### src/verilog/prx_defs.svh
// Purpose: register offsets, field positions, masks and reset values of the
//          proximity result and interrupt block
// Assumes: byte-wide register port behind the serial interface
// Notes:   definitions only
`ifndef PRX_DEFS_SVH
`define PRX_DEFS_SVH

// register offsets
`define PRX_ADDR_FLAGS        8'h8c
`define PRX_ADDR_RES_LO       8'h8d
`define PRX_ADDR_RES_HI       8'h8e
`define PRX_ADDR_IRQ_CFG      8'h8f
`define PRX_ADDR_UP_LO        8'h90
`define PRX_ADDR_UP_HI        8'h91
`define PRX_ADDR_LOW_LO       8'h92
`define PRX_ADDR_LOW_HI       8'h93
`define PRX_ADDR_PERSIST      8'h9e

// field positions
`define PRX_FLAGS_NEW_BIT     0
`define PRX_FLAGS_IRQ_BIT     1
`define PRX_RES_SAT_BIT       7
`define PRX_CFG_POL_BIT       2
`define PRX_PERSIST_LSB       4

// writable-bit masks
`define PRX_MASK_HI3          8'h07
`define PRX_MASK_CFG          8'h07
`define PRX_MASK_PERSIST      8'hf0

// reset values
`define PRX_RST_FLAGS         8'h00
`define PRX_RST_CFG           8'h00
`define PRX_RST_UP_LO         8'hff
`define PRX_RST_UP_HI         8'h07
`define PRX_RST_LOW_LO        8'h00
`define PRX_RST_LOW_HI        8'h00
`define PRX_RST_PERSIST       8'h00
`define PRX_RST_RESULT        11'h000

// interrupt mode field value that lets a result drive the pin
`define PRX_MODE_PROX         2'h1

// value of unmapped registers
`define PRX_UNMAPPED_DATA     8'h00

`endif

### src/verilog/prx_pkg.sv
// Purpose: shared types of the proximity result and interrupt block
// Assumes: nothing
// Notes:   constants live in prx_defs.svh
package prx_pkg;

    // 11-bit measurement value
    typedef logic [10:0] prx_result_t;

    // register byte
    typedef logic [7:0] prx_byte_t;

    // interrupt mode field
    typedef enum logic [1:0] {
        PRX_MODE_OFF,
        PRX_MODE_PROXIMITY,
        PRX_MODE_RSVD2,
        PRX_MODE_RSVD3
    } prx_mode_t;

endpackage

### src/verilog/prx_persist.sv
// Purpose: window compare and persistence filter for one result stream
// Assumes: eval_in pulses once per result loaded into the result registers
// Notes:   hit_out holds until the next evaluation
`timescale 1ns/1ps
`default_nettype none

module prx_persist #(
    parameter int VW = 11,
    parameter int PW = 4
) (
    // clock and reset
    input wire logic clk_in,
    input wire logic rst_n_in,
    // evaluation
    input wire logic eval_in,
    input wire logic [VW-1:0] value_in,
    input wire logic [VW-1:0] upper_in,
    input wire logic [VW-1:0] lower_in,
    input wire logic [PW-1:0] persist_in,
    // result
    output logic hit_out
);

    logic outside;
    logic [PW:0] run_q;
    logic [PW:0] run_d;
    logic [PW:0] need;

    // outside the window between the limits
    assign outside = (value_in > upper_in) || (value_in < lower_in);
    // setting n asks for n+1 consecutive results
    assign need = {1'b0, persist_in} + {{PW{1'b0}}, 1'b1};

    always_comb
    begin
        run_d = run_q;
        if (outside && (run_q < need))
        begin
            run_d = run_q + {{PW{1'b0}}, 1'b1};
        end
        else if (!outside)
        begin
            run_d = '0;
        end
    end

    ////////////////////////////////////////////////////////////////////////
    // run counter and hit flag
    always_ff @(posedge clk_in)
    begin
        if (!rst_n_in)
        begin
            run_q <= '0;
        end
        else if (eval_in)
        begin
            run_q <= run_d;
        end
    end

    always_ff @(posedge clk_in)
    begin
        if (!rst_n_in)
        begin
            hit_out <= 1'b0;
        end
        else if (eval_in)
        begin
            hit_out <= outside && (run_d >= need);
        end
    end

endmodule

`default_nettype wire

### src/verilog/prx_result_irq.sv
// Purpose: result holding, status flags, thresholds and interrupt pin of a
//          proximity sensor
// Assumes: the serial front end gives byte register reads and writes and a
//          level that is high for the whole of a serial read transaction
// Notes:   interrupt pin is open drain; the level driven is always low
//
// What this block does
// finished measurement sets the new-data flag
// reading result registers clears new-data flag
// status register: interrupt bit1, new-data bit0
// out-of-window result sets interrupt status
// 11-bit result: low byte, high 3 bits
// result registers frozen during serial read
// result during read shadowed, loaded after read
// saturation flag in high result bit 7
// saturation reads zero unless enabled
// mode 00 keeps interrupt pin released
// status flags update even with pin disabled
// mode 1 drives pin when criterion met
// polarity bit 2 selects active level
// host configures interrupt before active mode
// criterion true only outside threshold window
// thresholds use the result's 11-bit layout
// upper resets full scale, lower zero
// persistence needs n+1 consecutive outside results
// reserved bits read zero, writes ignored
`timescale 1ns/1ps
`default_nettype none
`include "prx_defs.svh"

module prx_result_irq #(
    parameter int VW = 11,
    parameter int PW = 4
) (
    // clock and reset
    input wire logic CORE_CLK_IN,
    input wire logic RST_N_IN,
    // register port from the serial front end
    input wire logic [7:0] REG_ADDR_IN,
    input wire logic REG_WR_IN,
    input wire logic [7:0] REG_WDATA_IN,
    input wire logic REG_RD_IN,
    input wire logic READ_BUSY_IN,
    output logic [7:0] REG_RDATA_OUT,
    // measurement engine
    input wire logic MEAS_DONE_IN,
    input wire logic [VW-1:0] MEAS_VALUE_IN,
    input wire logic MEAS_SAT_IN,
    // proximity control
    input wire logic SAT_IND_EN_IN,
    // interrupt pin, open drain
    output logic INT_OUT,
    output logic INT_OE_OUT
);

    ////////////////////////////////////////////////////////////////////////
    // declarations
    prx_pkg::prx_result_t result_q;
    prx_pkg::prx_result_t shadow_q;
    prx_pkg::prx_result_t upper_lim;
    prx_pkg::prx_result_t lower_lim;
    prx_pkg::prx_byte_t up_lo_q;
    prx_pkg::prx_byte_t up_hi_q;
    prx_pkg::prx_byte_t low_lo_q;
    prx_pkg::prx_byte_t low_hi_q;
    prx_pkg::prx_byte_t cfg_q;
    prx_pkg::prx_byte_t persist_q;
    prx_pkg::prx_byte_t rdata_d;
    prx_pkg::prx_mode_t mode;
    logic sat_q;
    logic shadow_sat_q;
    logic shadow_full_q;
    logic new_data_q;
    logic irq_hit;
    logic load_direct;
    logic load_shadow;
    logic load_any;
    logic rd_result;
    logic wr_up_lo;
    logic wr_up_hi;
    logic wr_low_lo;
    logic wr_low_hi;
    logic wr_cfg;
    logic wr_persist;
    logic pin_active;
    logic int_oe_d;

    ////////////////////////////////////////////////////////////////////////
    // result loading
    // a result goes straight in only while no serial read is running
    assign load_direct = MEAS_DONE_IN && !READ_BUSY_IN;
    // a shadowed result moves in as soon as the read is over, unless a new result arrives in that cycle
    assign load_shadow = shadow_full_q && !READ_BUSY_IN && !MEAS_DONE_IN;
    assign load_any = load_direct || load_shadow;

    always_ff @(posedge CORE_CLK_IN)
    begin
        if (!RST_N_IN)
        begin
            shadow_q <= `PRX_RST_RESULT;
        end
        else if (MEAS_DONE_IN && READ_BUSY_IN)
        begin
            shadow_q <= MEAS_VALUE_IN;
        end
    end

    always_ff @(posedge CORE_CLK_IN)
    begin
        if (!RST_N_IN)
        begin
            shadow_sat_q <= 1'b0;
        end
        else if (MEAS_DONE_IN && READ_BUSY_IN)
        begin
            shadow_sat_q <= MEAS_SAT_IN;
        end
    end

    always_ff @(posedge CORE_CLK_IN)
    begin
        if (!RST_N_IN)
        begin
            shadow_full_q <= 1'b0;
        end
        else if (MEAS_DONE_IN && READ_BUSY_IN)
        begin
            shadow_full_q <= 1'b1;
        end
        else if (load_any)
        begin
            shadow_full_q <= 1'b0;
        end
    end

    always_ff @(posedge CORE_CLK_IN)
    begin
        if (!RST_N_IN)
        begin
            result_q <= `PRX_RST_RESULT;
        end
        else if (load_direct)
        begin
            result_q <= MEAS_VALUE_IN;
        end
        else if (load_shadow)
        begin
            result_q <= shadow_q;
        end
    end

    always_ff @(posedge CORE_CLK_IN)
    begin
        if (!RST_N_IN)
        begin
            sat_q <= 1'b0;
        end
        else if (load_direct)
        begin
            sat_q <= MEAS_SAT_IN;
        end
        else if (load_shadow)
        begin
            sat_q <= shadow_sat_q;
        end
    end

    ////////////////////////////////////////////////////////////////////////
    // new-data flag
    assign rd_result = REG_RD_IN &&
        ((REG_ADDR_IN == `PRX_ADDR_RES_LO) || (REG_ADDR_IN == `PRX_ADDR_RES_HI));

    // a load in the same cycle as a read wins over the clear
    always_ff @(posedge CORE_CLK_IN)
    begin
        if (!RST_N_IN)
        begin
            new_data_q <= 1'b0;
        end
        else if (load_any)
        begin
            new_data_q <= 1'b1;
        end
        else if (rd_result)
        begin
            new_data_q <= 1'b0;
        end
    end

    ////////////////////////////////////////////////////////////////////////
    // threshold compare and persistence
    assign upper_lim = {up_hi_q[2:0], up_lo_q};
    assign lower_lim = {low_hi_q[2:0], low_lo_q};

    prx_persist #(
        .VW(VW),
        .PW(PW)
    ) u_persist (
        .clk_in(CORE_CLK_IN),
        .rst_n_in(RST_N_IN),
        .eval_in(load_any),
        .value_in(load_direct ? MEAS_VALUE_IN : shadow_q),
        .upper_in(upper_lim),
        .lower_in(lower_lim),
        .persist_in(persist_q[7:4]),
        .hit_out(irq_hit)
    );

    ////////////////////////////////////////////////////////////////////////
    // register writes
    assign wr_up_lo = REG_WR_IN && (REG_ADDR_IN == `PRX_ADDR_UP_LO);
    assign wr_up_hi = REG_WR_IN && (REG_ADDR_IN == `PRX_ADDR_UP_HI);
    assign wr_low_lo = REG_WR_IN && (REG_ADDR_IN == `PRX_ADDR_LOW_LO);
    assign wr_low_hi = REG_WR_IN && (REG_ADDR_IN == `PRX_ADDR_LOW_HI);
    assign wr_cfg = REG_WR_IN && (REG_ADDR_IN == `PRX_ADDR_IRQ_CFG);
    assign wr_persist = REG_WR_IN && (REG_ADDR_IN == `PRX_ADDR_PERSIST);

    always_ff @(posedge CORE_CLK_IN)
    begin
        if (!RST_N_IN)
        begin
            up_lo_q <= `PRX_RST_UP_LO;
        end
        else if (wr_up_lo)
        begin
            up_lo_q <= REG_WDATA_IN;
        end
    end

    always_ff @(posedge CORE_CLK_IN)
    begin
        if (!RST_N_IN)
        begin
            up_hi_q <= `PRX_RST_UP_HI;
        end
        else if (wr_up_hi)
        begin
            up_hi_q <= REG_WDATA_IN & `PRX_MASK_HI3;
        end
    end

    always_ff @(posedge CORE_CLK_IN)
    begin
        if (!RST_N_IN)
        begin
            low_lo_q <= `PRX_RST_LOW_LO;
        end
        else if (wr_low_lo)
        begin
            low_lo_q <= REG_WDATA_IN;
        end
    end

    always_ff @(posedge CORE_CLK_IN)
    begin
        if (!RST_N_IN)
        begin
            low_hi_q <= `PRX_RST_LOW_HI;
        end
        else if (wr_low_hi)
        begin
            low_hi_q <= REG_WDATA_IN & `PRX_MASK_HI3;
        end
    end

    always_ff @(posedge CORE_CLK_IN)
    begin
        if (!RST_N_IN)
        begin
            cfg_q <= `PRX_RST_CFG;
        end
        else if (wr_cfg)
        begin
            cfg_q <= REG_WDATA_IN & `PRX_MASK_CFG;
        end
    end

    always_ff @(posedge CORE_CLK_IN)
    begin
        if (!RST_N_IN)
        begin
            persist_q <= `PRX_RST_PERSIST;
        end
        else if (wr_persist)
        begin
            persist_q <= REG_WDATA_IN & `PRX_MASK_PERSIST;
        end
    end

    ////////////////////////////////////////////////////////////////////////
    // register reads
    always_comb
    begin
        rdata_d = `PRX_UNMAPPED_DATA;
        case (REG_ADDR_IN)
            `PRX_ADDR_FLAGS:
            begin
                rdata_d[`PRX_FLAGS_IRQ_BIT] = irq_hit;
                rdata_d[`PRX_FLAGS_NEW_BIT] = new_data_q;
            end
            `PRX_ADDR_RES_LO:
            begin
                rdata_d = result_q[7:0];
            end
            `PRX_ADDR_RES_HI:
            begin
                rdata_d[2:0] = result_q[10:8];
                rdata_d[`PRX_RES_SAT_BIT] = sat_q && SAT_IND_EN_IN;
            end
            `PRX_ADDR_IRQ_CFG:
            begin
                rdata_d = cfg_q;
            end
            `PRX_ADDR_UP_LO:
            begin
                rdata_d = up_lo_q;
            end
            `PRX_ADDR_UP_HI:
            begin
                rdata_d = up_hi_q;
            end
            `PRX_ADDR_LOW_LO:
            begin
                rdata_d = low_lo_q;
            end
            `PRX_ADDR_LOW_HI:
            begin
                rdata_d = low_hi_q;
            end
            `PRX_ADDR_PERSIST:
            begin
                rdata_d = persist_q;
            end
            default:
            begin
                rdata_d = `PRX_UNMAPPED_DATA;
            end
        endcase
    end

    always_ff @(posedge CORE_CLK_IN)
    begin
        if (!RST_N_IN)
        begin
            REG_RDATA_OUT <= `PRX_UNMAPPED_DATA;
        end
        else if (REG_RD_IN)
        begin
            REG_RDATA_OUT <= rdata_d;
        end
    end

    ////////////////////////////////////////////////////////////////////////
    // interrupt pin
    assign mode = prx_pkg::prx_mode_t'(cfg_q[1:0]);

    always_comb
    begin
        pin_active = 1'b0;
        case (mode)
            prx_pkg::PRX_MODE_OFF:
            begin
                pin_active = 1'b0;
            end
            prx_pkg::PRX_MODE_PROXIMITY:
            begin
                pin_active = irq_hit;
            end
            default:
            begin
                pin_active = 1'b0;
            end
        endcase
    end

    // open drain: active low pulls when active, active high pulls when idle
    always_comb
    begin
        int_oe_d = 1'b0;
        if (mode == prx_pkg::PRX_MODE_OFF)
        begin
            int_oe_d = 1'b0;
        end
        else if (mode == prx_pkg::PRX_MODE_PROXIMITY)
        begin
            int_oe_d = pin_active ^ cfg_q[`PRX_CFG_POL_BIT];
        end
    end

    always_ff @(posedge CORE_CLK_IN)
    begin
        if (!RST_N_IN)
        begin
            INT_OE_OUT <= 1'b0;
        end
        else
        begin
            INT_OE_OUT <= int_oe_d;
        end
    end

    always_ff @(posedge CORE_CLK_IN)
    begin
        if (!RST_N_IN)
        begin
            INT_OUT <= 1'b0;
        end
        else
        begin
            INT_OUT <= 1'b0;
        end
    end

endmodule

`default_nettype wire

### config.mk
export PLATFORM = sky130hd
export DESIGN_NAME = prx_result_irq
export DESIGN_NICKNAME = d
export VERILOG_FILES = /design/src/verilog/prx_pkg.sv /design/src/verilog/prx_persist.sv /design/src/verilog/prx_result_irq.sv
export VERILOG_INCLUDE_DIRS = /design/src /design/src/verilog
export SDC_FILE = /design/constraint.sdc
export NUM_CORES = 1
export LEC_CHECK = 0
export ABC_AREA = 0
export ABC_CLOCK_PERIOD_IN_PS = 4800
export BUFFER_PORTS_ARGS = -buffer_cell sky130_fd_sc_hd__buf_2
export CAP_MARGIN = 20
export CORE_UTILIZATION = 59
export DETAILED_ROUTE_END_ITERATION = 12
export GPL_TIMING_DRIVEN = 0
export MAX_ROUTING_LAYER = met4
export PLACE_DENSITY = 0.8
export SLEW_MARGIN = 10
export SYNTH_ARGS = -nofsm -noshare
export SYNTH_HDL_FRONTEND = slang
export SYNTH_HIERARCHICAL = 1
export SYNTH_SLANG_ARGS = --single-unit
### constraint.sdc
create_clock -name CORE_CLK_IN -period 4.8 [get_ports CORE_CLK_IN]
set_input_delay 0.72 -clock CORE_CLK_IN [delete_from_list [all_inputs] [get_ports CORE_CLK_IN]]
set_output_delay 0.72 -clock CORE_CLK_IN [all_outputs]
set_load 0.03 [all_outputs]
==> results of run 1 <==
## synth_stat cells (all sizes together) (2+ instances only)
master  number
a211oi       7
a21boi      27
a21o         9
a21oi       15
a221oi       4
a22oi        3
a31oi        4
a32o         3
and2         2
and3         2
buf         11
clkbuf      14
dfxtp       70
ha          32
inv         26
mux2        12
mux2i       19
mux4         5
nand2       80
nand2b       5
nand3       28
nand3b       3
nand4        6
nor2        19
nor2b       21
nor3         6
nor4b        3
o211ai       3
o21ai       13
o22ai        3
or2          3
xnor2        4
xor2         2
## area by class of cell
class	instances	share of cell area [%]
Clock buffer	11	2.81
Tap cell	96	2.57
Timing Repair Buffer	40	4.28
Clock inverter	4	1.04
Buffer	25	2.62
Sequential cell	70	30.0
Inverter	26	2.09
Multi-Input combinational cell	357	54.6
## final timing paths
check	start	to	depth (start not counted)
min reg2reg	REG_RDATA_OUT[3]	REG_RDATA_OUT[3]	2
max reg2reg	shadow_q[2]	u_persist/hit_out	14
max	MEAS_DONE_IN	u_persist/hit_out	17
min	REG_RDATA_OUT[3]	REG_RDATA_OUT[3]	2
## flip-flops by register name, indices dropped and copies added, names as in the netlist
register,count
result_q,11
shadow_q,11
REG_RDATA_OUT,8
low_lo_q,8
up_lo_q,8
u_persist/run_q,5
persist_q,4
cfg_q,3
low_hi_q,3
up_hi_q,3
INT_OE_OUT,1
new_data_q,1
sat_q,1
shadow_full_q,1
shadow_sat_q,1
u_persist/hit_out,1
## routing by layer
layer | part of all wire [%] | vias up | wire length, um
met2 | 47 | 148 | 4930
met3 | 7.4 | 27 | 782
met5 | 0 | - | 0
met4 | 2.9 | 0 | 309
li1 | - | 1788 | -
met1 | 43 | 1716 | 4500
## stage by stage
step	util [%]	setup slack (ps)	cells	hold slack, ps	total power [mW]
2_1_floorplan	-	919	478	408	0.758
6_report	68.4	646	629	452	1.27
5_1_grt	68.4	498	629	483	1.32
4_1_cts	68.4	680	629	457	1.27
3_5_place_dp	65.8	331	614	447	0.820
3_3_place_gp	65.8	373	614	437	0.812
## cell families after synthesis
group	Yosys count	share of synthesized area [%]
buffers and inverters	51	5.28
xor gates and xnor gates	6	1.26
and+or+nand+nor	184	22.4
other	1	0.0898
muxes	36	10.5
adders and majority gates	32	9.59
DFF	70	33.6
AOI/OAI and AO/OA	98	17.4
## critical path, stage by stage
cell and delay, ps:
buf_2 120, nor2b_1 170, buf_2 280, mux2_2 420, ha_1 320, a21o_1 180
a31oi_1 190, o21ai_1 160, a221oi_4 420, o22ai_1 140, ha_1 270, nand2b_1 150
a21o_1 180, a21o_1 180, a21o_1 190, a21oi_1 200, o31ai_2 90
## power breakdown
part	internal (mW)	switching [mW]	total, mW
clock network	0.237	0.222	0.459
logic	0.0879	0.118	0.206
registers	0.594	0.0108	0.605
total	0.919	0.352	1.27
==> reports/summary.txt, run 1 <==
result of the run: finished, final reports clean
Pre-Repair DR Iteration Count: 5
multi-input logic area: 2550 um2
first-pass GRT wire length: 17,400 um
Tcrit/Tclk final: 86.5%
largest net degree at the start of global routing: 16
commonest non-fill, non-tap cells in the layout: nand2_1, dfxtp_1, buf_2, ha_1, nand3_1
Mapped Nets: 545
final wirelength: 10,500 um
setup slack, reg-to-reg: 1380 ps
ys flop type: dfxtp_1
Post-DRT Antenna Nets: 0
clk sink count: 70
DIE AREA: 7410 um2
Setup Viol. Count Final: 0
gr usage total: 31.5%
Post-CTS Setup Inserts: 0
layout cells sized above 1: 18.2%
Reg area: 1400 um2
Mapped Cells: 478
Least-Margin Pin Slew: 597 ps
met3 Use GR: 7.22%
total number of vias: 3,679
starting density of the core: 61.1%
Row Count: 30
count of input and output buffers: 40
hold buffers post-CTS: 0
Mapped Area: 4170 um2
LEAKAGE: 1.99 nW
critical path class: in2reg
MaxCap Viol Count: 0
critical path data required time: 5030 ps
CTS tree: built
filler cell count in the final layout: 563
Die Ht: 86.1 um
Num CTS Buffers: 9
fmax: 241 MHz
wire per inst: 16.7 um
clock root cell: clkbuf_8
number of global-route vias before repair: 3,633
final period demand of the worst path: 4150 ps
Mapped Avg Cell Area: 8.73 um2
Starting DRT DRC Count: 186
final instance area: 4670 um2
Placed Area: 4490 um2
Max Slew Vio Count: 0
Seq/Total Area, Yosys: 33.6%
max_slew headroom: 60.0%
clock buffer depth: 2
Area contributors post-synth: dfxtp_1, ha_1, nand2_1
M1 GR Usage: 39.0%
Power Density: 272 nW/um2
nets: 596
Synth warnings: 6
CTS resizes: 0
Final Hold Vio Count: 0
initial antenna violation count: 0
# IOs: 45
gr busiest metal: met2
clk_lat worst skew: 360 ps
Detail Placement HPWL: 8120 um
drt via density: 5.85
Remaining DRCs: 0
worst min path class: reg2reg
post-synthesis register bit count: 70
most common cell after layout, fill and taps aside: nand2_1
post-synth top area share: 33.6%
GP Congestion: 0.892
Layout area overhead: 12.0%
Yosys top cell by area: dfxtp_1
Critical Path AT: 4390 ps
worst vdd ir: 174 uV
Clock Pin Slew Worst Setup and Hold Paths: 70 ps
setup TNS: 0 ps
Post-synth EDFFs: 0
grt met2 use: 49.9%
# H-tree levels: 3
Yosys cell types: 62
Post-synth ARST share: 0%
RSZ-0062 raised after global routing: no
die span in x: 86.1 um
worst-path fanout max: 10
Worst setup SP type: input pin
Core ar.: 6830 um2
n_diodes: 0
Critical Path Sink Type: flip-flop
clock skew: 11.0 ps
grt ovf: 0
(Power assumes the default switching activity.)
==> run 2, diff against run 1 <==
Settings changed: BUFFER_PORTS_ARGS -buffer_cell sky130_fd_sc_hd__buf_2 to -buffer_cell sky130_fd_sc_hd__buf_4.
==> run 2 against run 1 <==
Compared with the run above: clock skew decreased by 2.0 ps; register-to-register slack worse by 30 ps; cell count grew 0.16%; first-iteration DRC count down 6.5%; critical path depth unchanged; core utilization increased by 1.6 points; total power up 2.0%; final area grew 2.4%; largest power group unchanged.
==> reports/summary.txt, run 2 (same netlist as run 1, synthesis figures left out) <==
result of the run: finished, final reports clean (unchanged)
most common cell after layout, fill and taps aside: nand2_1 (unchanged)
M1 GR Usage: 39.6% (was 39.0%)
CTS resizes: 0 (unchanged)
switching pwr: 0.350 mW (was 0.352 mW)
gr busiest metal: met2 (unchanged)
first-pass GRT wire length: 17,700 um (was 17,400 um)
# IOs: 45 (unchanged)
Max Slew Vio Count: 0 (unchanged)
gr usage total: 31.9% (was 31.5%)
Worst Setup SP: READ_BUSY_IN (was MEAS_DONE_IN)
Critical Path Sink Type: flip-flop (unchanged)
largest net degree at the start of global routing: 16 (unchanged)
Clk pwr share: 36.7% (was 36.1%)
clk sink count: 70 (unchanged)
worst setup path end: u_persist/hit_out (unchanged)
Num CTS Buffers: 9 (unchanged)
final core occ: 70.1% (was 68.4%)
met3 Use GR: 5.10% (was 7.22%)
Least-Margin Pin Slew: 590 ps (was 597 ps)
Setup Viol. Count Final: 0 (unchanged)
Power Density: 271 nW/um2 (was 272 nW/um2)
clock skew: 9.07 ps (was 11.0 ps)
final period demand of the worst path: 4180 ps (was 4150 ps)
Reg area: 1400 um2 (unchanged)
cells on worst reg2reg path: 14 (unchanged)
Die Ht: 86.1 um (unchanged)
R2R Path End: u_persist/hit_out (unchanged)
worst path bufs/invs: 2 (unchanged)
layout cells sized above 1: 18.2% (about the same)
final wirelength: 10,700 um (was 10,500 um)
clock root cell: clkbuf_8 (unchanged)
max incr delay on CP: 420 ps (about the same)
min-delay src: REG_RDATA_OUT[5] (was REG_RDATA_OUT[3])
initial antenna violation count: 0 (unchanged)
drt via density: 5.94 (was 5.85)
CP dominant cell by count: a21o_1 (unchanged)
setup TNS: 0 ps (unchanged)
Fin Hold WS: 455 ps (was 452 ps)
filler cell count in the final layout: 548 (was 563)
grt ovf: 0 (unchanged)
Detail Placement HPWL: 8150 um (was 8120 um)
multi-input logic area: 2550 um2 (unchanged)
Pre-Repair DR Iteration Count: 5 (unchanged)
Remaining DRCs: 0 (unchanged)
Stages on worst setup path: 17 (unchanged)
Critical Path, Cell by Cell: buf_4 > nor2b_1 > buf_2 > mux2_2 > ha_1 > a21o_1 > a31oi_1 > o21ai_1 > a221oi_4 > o22ai_1 > ha_1 > nand2b_1 > a21o_1 > a21o_1 > a21o_1 > a21oi_1 > o31ai_2 (was buf_2 > nor2b_1 > buf_2 > mux2_2 > ha_1 > a21o_1 > a31oi_1 > o21ai_1 > a221oi_4 > o22ai_1 > ha_1 > nand2b_1 > a21o_1 > a21o_1 > a21o_1 > a21oi_1 > o31ai_2)
commonest non-fill, non-tap cells in the layout: nand2_1, dfxtp_1, buf_4, ha_1, nand3_1 (was nand2_1, dfxtp_1, buf_2, ha_1, nand3_1)
die span in x: 86.1 um (unchanged)
Critical Path AT: 4410 ps (was 4390 ps)
hold buffers post-CTS: 0 (unchanged)
fmax: 239 MHz (was 241 MHz)
Post-DRT Antenna Nets: 0 (unchanged)
# H-tree levels: 3 (unchanged)
RR Startpoint: shadow_q[2] (unchanged)
critical path class: in2reg (unchanged)
CP top delay family: compound AO/OA/AOI/OAI gates (unchanged)
Starting DRT DRC Count: 174 (was 186)
Logic pwr share: 16.6% (was 16.2%)
Clock Pin Slew Worst Setup and Hold Paths: 70 ps (about the same)
Tcrit/Tclk final: 87.1% (was 86.5%)
Core ar.: 6830 um2 (unchanged)
count of input and output buffers: 40 (unchanged)
MaxCap Viol Count: 0 (unchanged)
wire per inst: 17.0 um (was 16.7 um)
Largest regs: result_q: 11 flops, shadow_q: 11 flops (unchanged)
total number of vias: 3,742 (was 3,679)
Layout area overhead: 14.7% (was 12.0%)
clk_lat worst skew: 350 ps (was 360 ps)
setup slack, reg-to-reg: 1350 ps (was 1380 ps)
Worst setup SP type: input pin (unchanged)
DIE AREA: 7410 um2 (unchanged)
Sw Share: 27.0% (was 27.7%)
Sequential Power Share: 46.7% (was 47.6%)
Post-CTS Setup Inserts: 0 (unchanged)
number of global-route vias before repair: 3,668 (was 3,633)
clock buffer depth: 2 (unchanged)
Final Hold Vio Count: 0 (unchanged)
GP Congestion: 0.909 (was 0.892)
LEAKAGE: 2.02 nW (was 1.99 nW)
starting density of the core: 61.1% (unchanged)
worst min path class: reg2reg (unchanged)
RSZ-0062 raised after global routing: no (unchanged)
nets: 596 (unchanged)
critical path data required time: 5030 ps (about the same)
max_slew headroom: 60.7% (was 60.0%)
CP max-delay cell: mux2_2 (unchanged)
grt met2 use: 52.6% (was 49.9%)
internal power component: 0.946 mW (was 0.919 mW)
worst-path fanout max: 10 (unchanged)
worst vdd ir: 161 uV (was 174 uV)
Row Count: 30 (unchanged)
n_diodes: 0 (unchanged)
CTS tree: built (unchanged)
## run 2: worst min path at each step
stage	endpoint	slack, ps	cells past startpoint
after global routing	REG_RDATA_OUT[6]	490	2
after detailed placement	REG_RDATA_OUT[5]	450	2
after floorplan	INT_OE_OUT	410	1
final	REG_RDATA_OUT[5]	460	2
after CTS	REG_RDATA_OUT[5]	460	2
after global placement	REG_RDATA_OUT[3]	440	2
## run 2: worst min-delay path, cell delays in order (launching register included)
cell,delay (ps)
dfxtp_1,310
nand2_1,50
o21ai_1,50
## run 2: metrics by stage
step                      setup slack (ps)  std cells  area, um2  total power, mW
after floorplan                        919        478       4170            0.758
after global placement                 391        614       4590            0.820
after detailed placement               318        614       4590            0.830
after CTS                              677        630       4790             1.30
after global routing                   451        630       4790             1.34
final                                  619        630       4790             1.30
## run 2: power by group through the flow
stage          Clock, mW  Sequential (mW)  Combinational (mW)
2_1_floorplan          0            0.617               0.142
3_5_place_dp           0            0.618               0.212
3_3_place_gp           0            0.617               0.204
4_1_cts            0.479            0.605               0.214
6_report           0.476            0.605               0.216
5_1_grt            0.505            0.606               0.234
## run 2: routing by layer
metal / wire length [um] / up-vias / share of wire [%]
li1: - / 1789 / -
met1: 4580 / 1753 / 43
met5: 0 / - / 0
met3: 724 / 30 / 6.8
met4: 225 / 0 / 2.1
met2: 5160 / 170 / 48
## run 2: cell type report
| type | instances | share of cell area, % |
|---|---|---|
| inverters | 26 | 2.04 |
| flip-flops and latches | 70 | 29.3 |
| plain buffers | 25 | 2.56 |
| well taps | 96 | 2.51 |
| repair buffers | 40 | 6.27 |
| clock buffers | 13 | 3.11 |
| clock inverters | 3 | 0.915 |
| multi-input cells | 357 | 53.3 |
==> run 3, diff against run 2 <==
Settings changed: CORE_MARGIN from default to 5, TNS_END_PERCENT from default to 20.
==> run 3 against run 2 <==
Compared with the run above: setup slack better by 13 ps; global-route usage down 6.0 points; total power fell by 1.7%; sequential share of layout area up 0.077 points; count of clock-buffer cells in the layout fell by 2; first-iteration DRC count is 0.57% higher; register-to-register slack about the same; combinational power about the same; worst hold slack got worse by 2.8 ps; routed wire length is 1.7% lower; highest routed layer unchanged.
==> reports/summary.txt, run 3 (same netlist as run 1, synthesis figures left out) <==
critical path class: in2reg (unchanged)
CTS tree: built (unchanged)
grt ovf: 0 (unchanged)
n_diodes: 0 (unchanged)
Setup Viol. Count Final: 0 (unchanged)
gr usage total: 26.0% (was 31.9%)
nets: 596 (unchanged)
final core occ: 69.9% (was 70.1%)
Sw Share: 27.3% (was 27.0%)
Tcrit/Tclk final: 86.8% (was 87.1%)
starting density of the core: 61.1% (unchanged)
die span in x: 94.1 um (was 86.1 um)
Logic pwr share: 16.8% (was 16.6%)
# IOs: 45 (unchanged)
Critical Path Sink Type: flip-flop (unchanged)
Least-Margin Pin Slew: 605 ps (was 590 ps)
Sequential Power Share: 47.4% (was 46.7%)
internal power component: 0.927 mW (was 0.946 mW)
Post-DRT Antenna Nets: 0 (unchanged)
fmax: 240 MHz (was 239 MHz)
count of input and output buffers: 40 (unchanged)
Detail Placement HPWL: 8220 um (was 8150 um)
largest net degree at the start of global routing: 16 (unchanged)
clock buffer depth: 2 (unchanged)
result of the run: finished, final reports clean (unchanged)
Clock Pin Slew Worst Setup and Hold Paths: 70 ps (about the same)
most common cell after layout, fill and taps aside: nand2_1 (unchanged)
Largest regs: result_q: 11 flops, shadow_q: 11 flops (unchanged)
worst-path fanout max: 10 (unchanged)
Num CTS Buffers: 9 (unchanged)
final period demand of the worst path: 4170 ps (was 4180 ps)
Post-CTS Setup Inserts: 0 (unchanged)
number of global-route vias before repair: 3,604 (was 3,668)
first-pass GRT wire length: 17,500 um (was 17,700 um)
critical path data required time: 5020 ps (was 5030 ps)
layout cells sized above 1: 18.2% (about the same)
commonest non-fill, non-tap cells in the layout: nand2_1, dfxtp_1, buf_4, ha_1, nand3_1 (unchanged)
MaxCap Viol Count: 0 (unchanged)
Layout area overhead: 14.4% (was 14.7%)
DIE AREA: 8860 um2 (was 7410 um2)
filler cell count in the final layout: 564 (was 548)
clock root cell: clkbuf_8 (unchanged)
Placed Area: 4590 um2 (unchanged)
total number of vias: 3,633 (was 3,742)
final instance area: 4770 um2 (was 4790 um2)
Core ar.: 6830 um2 (unchanged)
switching pwr: 0.348 mW (was 0.350 mW)
Pre-Repair DR Iteration Count: 5 (unchanged)
Remaining DRCs: 0 (unchanged)
Final Hold Vio Count: 0 (unchanged)
CTS resizes: 0 (unchanged)
final wirelength: 10,500 um (was 10,700 um)
Row Count: 30 (unchanged)
drt via density: 5.78 (was 5.94)
Worst setup SP type: input pin (unchanged)
# H-tree levels: 3 (unchanged)
clk sink count: 70 (unchanged)
GP Congestion: 0.913 (was 0.909)
clk_lat worst skew: 340 ps (was 350 ps)
RSZ-0062 raised after global routing: no (unchanged)
Critical Path AT: 4390 ps (was 4410 ps)
wire per inst: 16.7 um (was 17.0 um)
max_slew headroom: 59.7% (was 60.7%)
worst vdd ir: 204 uV (was 161 uV)
Power Density: 267 nW/um2 (was 271 nW/um2)
clock skew: 8.32 ps (was 9.07 ps)
Clk pwr share: 35.7% (was 36.7%)
Die Ht: 94.1 um (was 86.1 um)
Max Slew Vio Count: 0 (unchanged)
worst min path class: reg2reg (unchanged)
LEAKAGE: 2.01 nW (was 2.02 nW)
initial antenna violation count: 0 (unchanged)
setup TNS: 0 ps (unchanged)
Starting DRT DRC Count: 175 (was 174)
hold buffers post-CTS: 0 (unchanged)
[run 3: cell types whose count changed in the layout (fill, tap and decap cells not counted), sizes merged]
| cell | previous run | this run |
|---|---|---|
| clkbuf | 27 | 25 |
| clkinv | 2 | 3 |
[run 3: cell type report]
class                      instances  area, um2  share of cell area, %
tap                               96        120                   2.52
clock inverter                     4       48.8                   1.02
buffer                            25        123                   2.57
inverter                          26       97.6                   2.04
multi-input combinational        357       2550                   53.5
timing repair buffer              40        300                   6.29
clock buffer                      11        131                   2.75
sequential                        70       1400                   29.4
[run 3: path summary, 6_finish.rpt]
check                                       from                 to  slack (ps)  depth (start not counted)
worst max-delay path                READ_BUSY_IN  u_persist/hit_out         630                         17
worst min-delay path            REG_RDATA_OUT[5]   REG_RDATA_OUT[5]         450                          2
worst max register to register       shadow_q[2]  u_persist/hit_out        1350                         14
worst min register to register  REG_RDATA_OUT[5]   REG_RDATA_OUT[5]         450                          2
[run 3: per-stage QoR]
step	hold slack, ps	instances	setup WS, ps	power [mW]
4_1_cts	454	629	660	1.28
3_5_place_dp	445	614	315	0.828
6_report	452	629	633	1.27
5_1_grt	474	629	509	1.33
2_1_floorplan	408	478	919	0.758
3_3_place_gp	442	614	395	0.820
[run 3: power groups by stage]
stage | clock (mW) | sequential (mW) | combinational (mW)
5_1_grt | 0.487 | 0.606 | 0.234
3_5_place_dp | 0 | 0.617 | 0.211
3_3_place_gp | 0 | 0.617 | 0.204
6_report | 0.455 | 0.605 | 0.214
4_1_cts | 0.461 | 0.604 | 0.212
2_1_floorplan | 0 | 0.617 | 0.142
[run 3: worst max-delay path, cell delays in order]
cell,delay [ps]
buf_4,130
nor2b_1,140
buf_2,270
mux2_2,410
ha_1,320
a21o_1,180
a31oi_1,180
o21ai_1,160
a221oi_4,420
o22ai_1,140
ha_1,280
nand2b_1,150
a21o_1,180
a21o_1,180
a21o_1,180
a21oi_1,240
o31ai_2,100
[run 3: metal layers]
| layer | GRT usage (%) | vias to the layer above | wire, um |
|---|---|---|---|
| li1 | - | 1788 | - |
| met1 | 33.3 | 1677 | 4680 |
| met2 | 40.6 | 141 | 4860 |
| met3 | 4.65 | 27 | 716 |
| met4 | 10.5 | 0 | 244 |
| met5 | - | - | 0 |
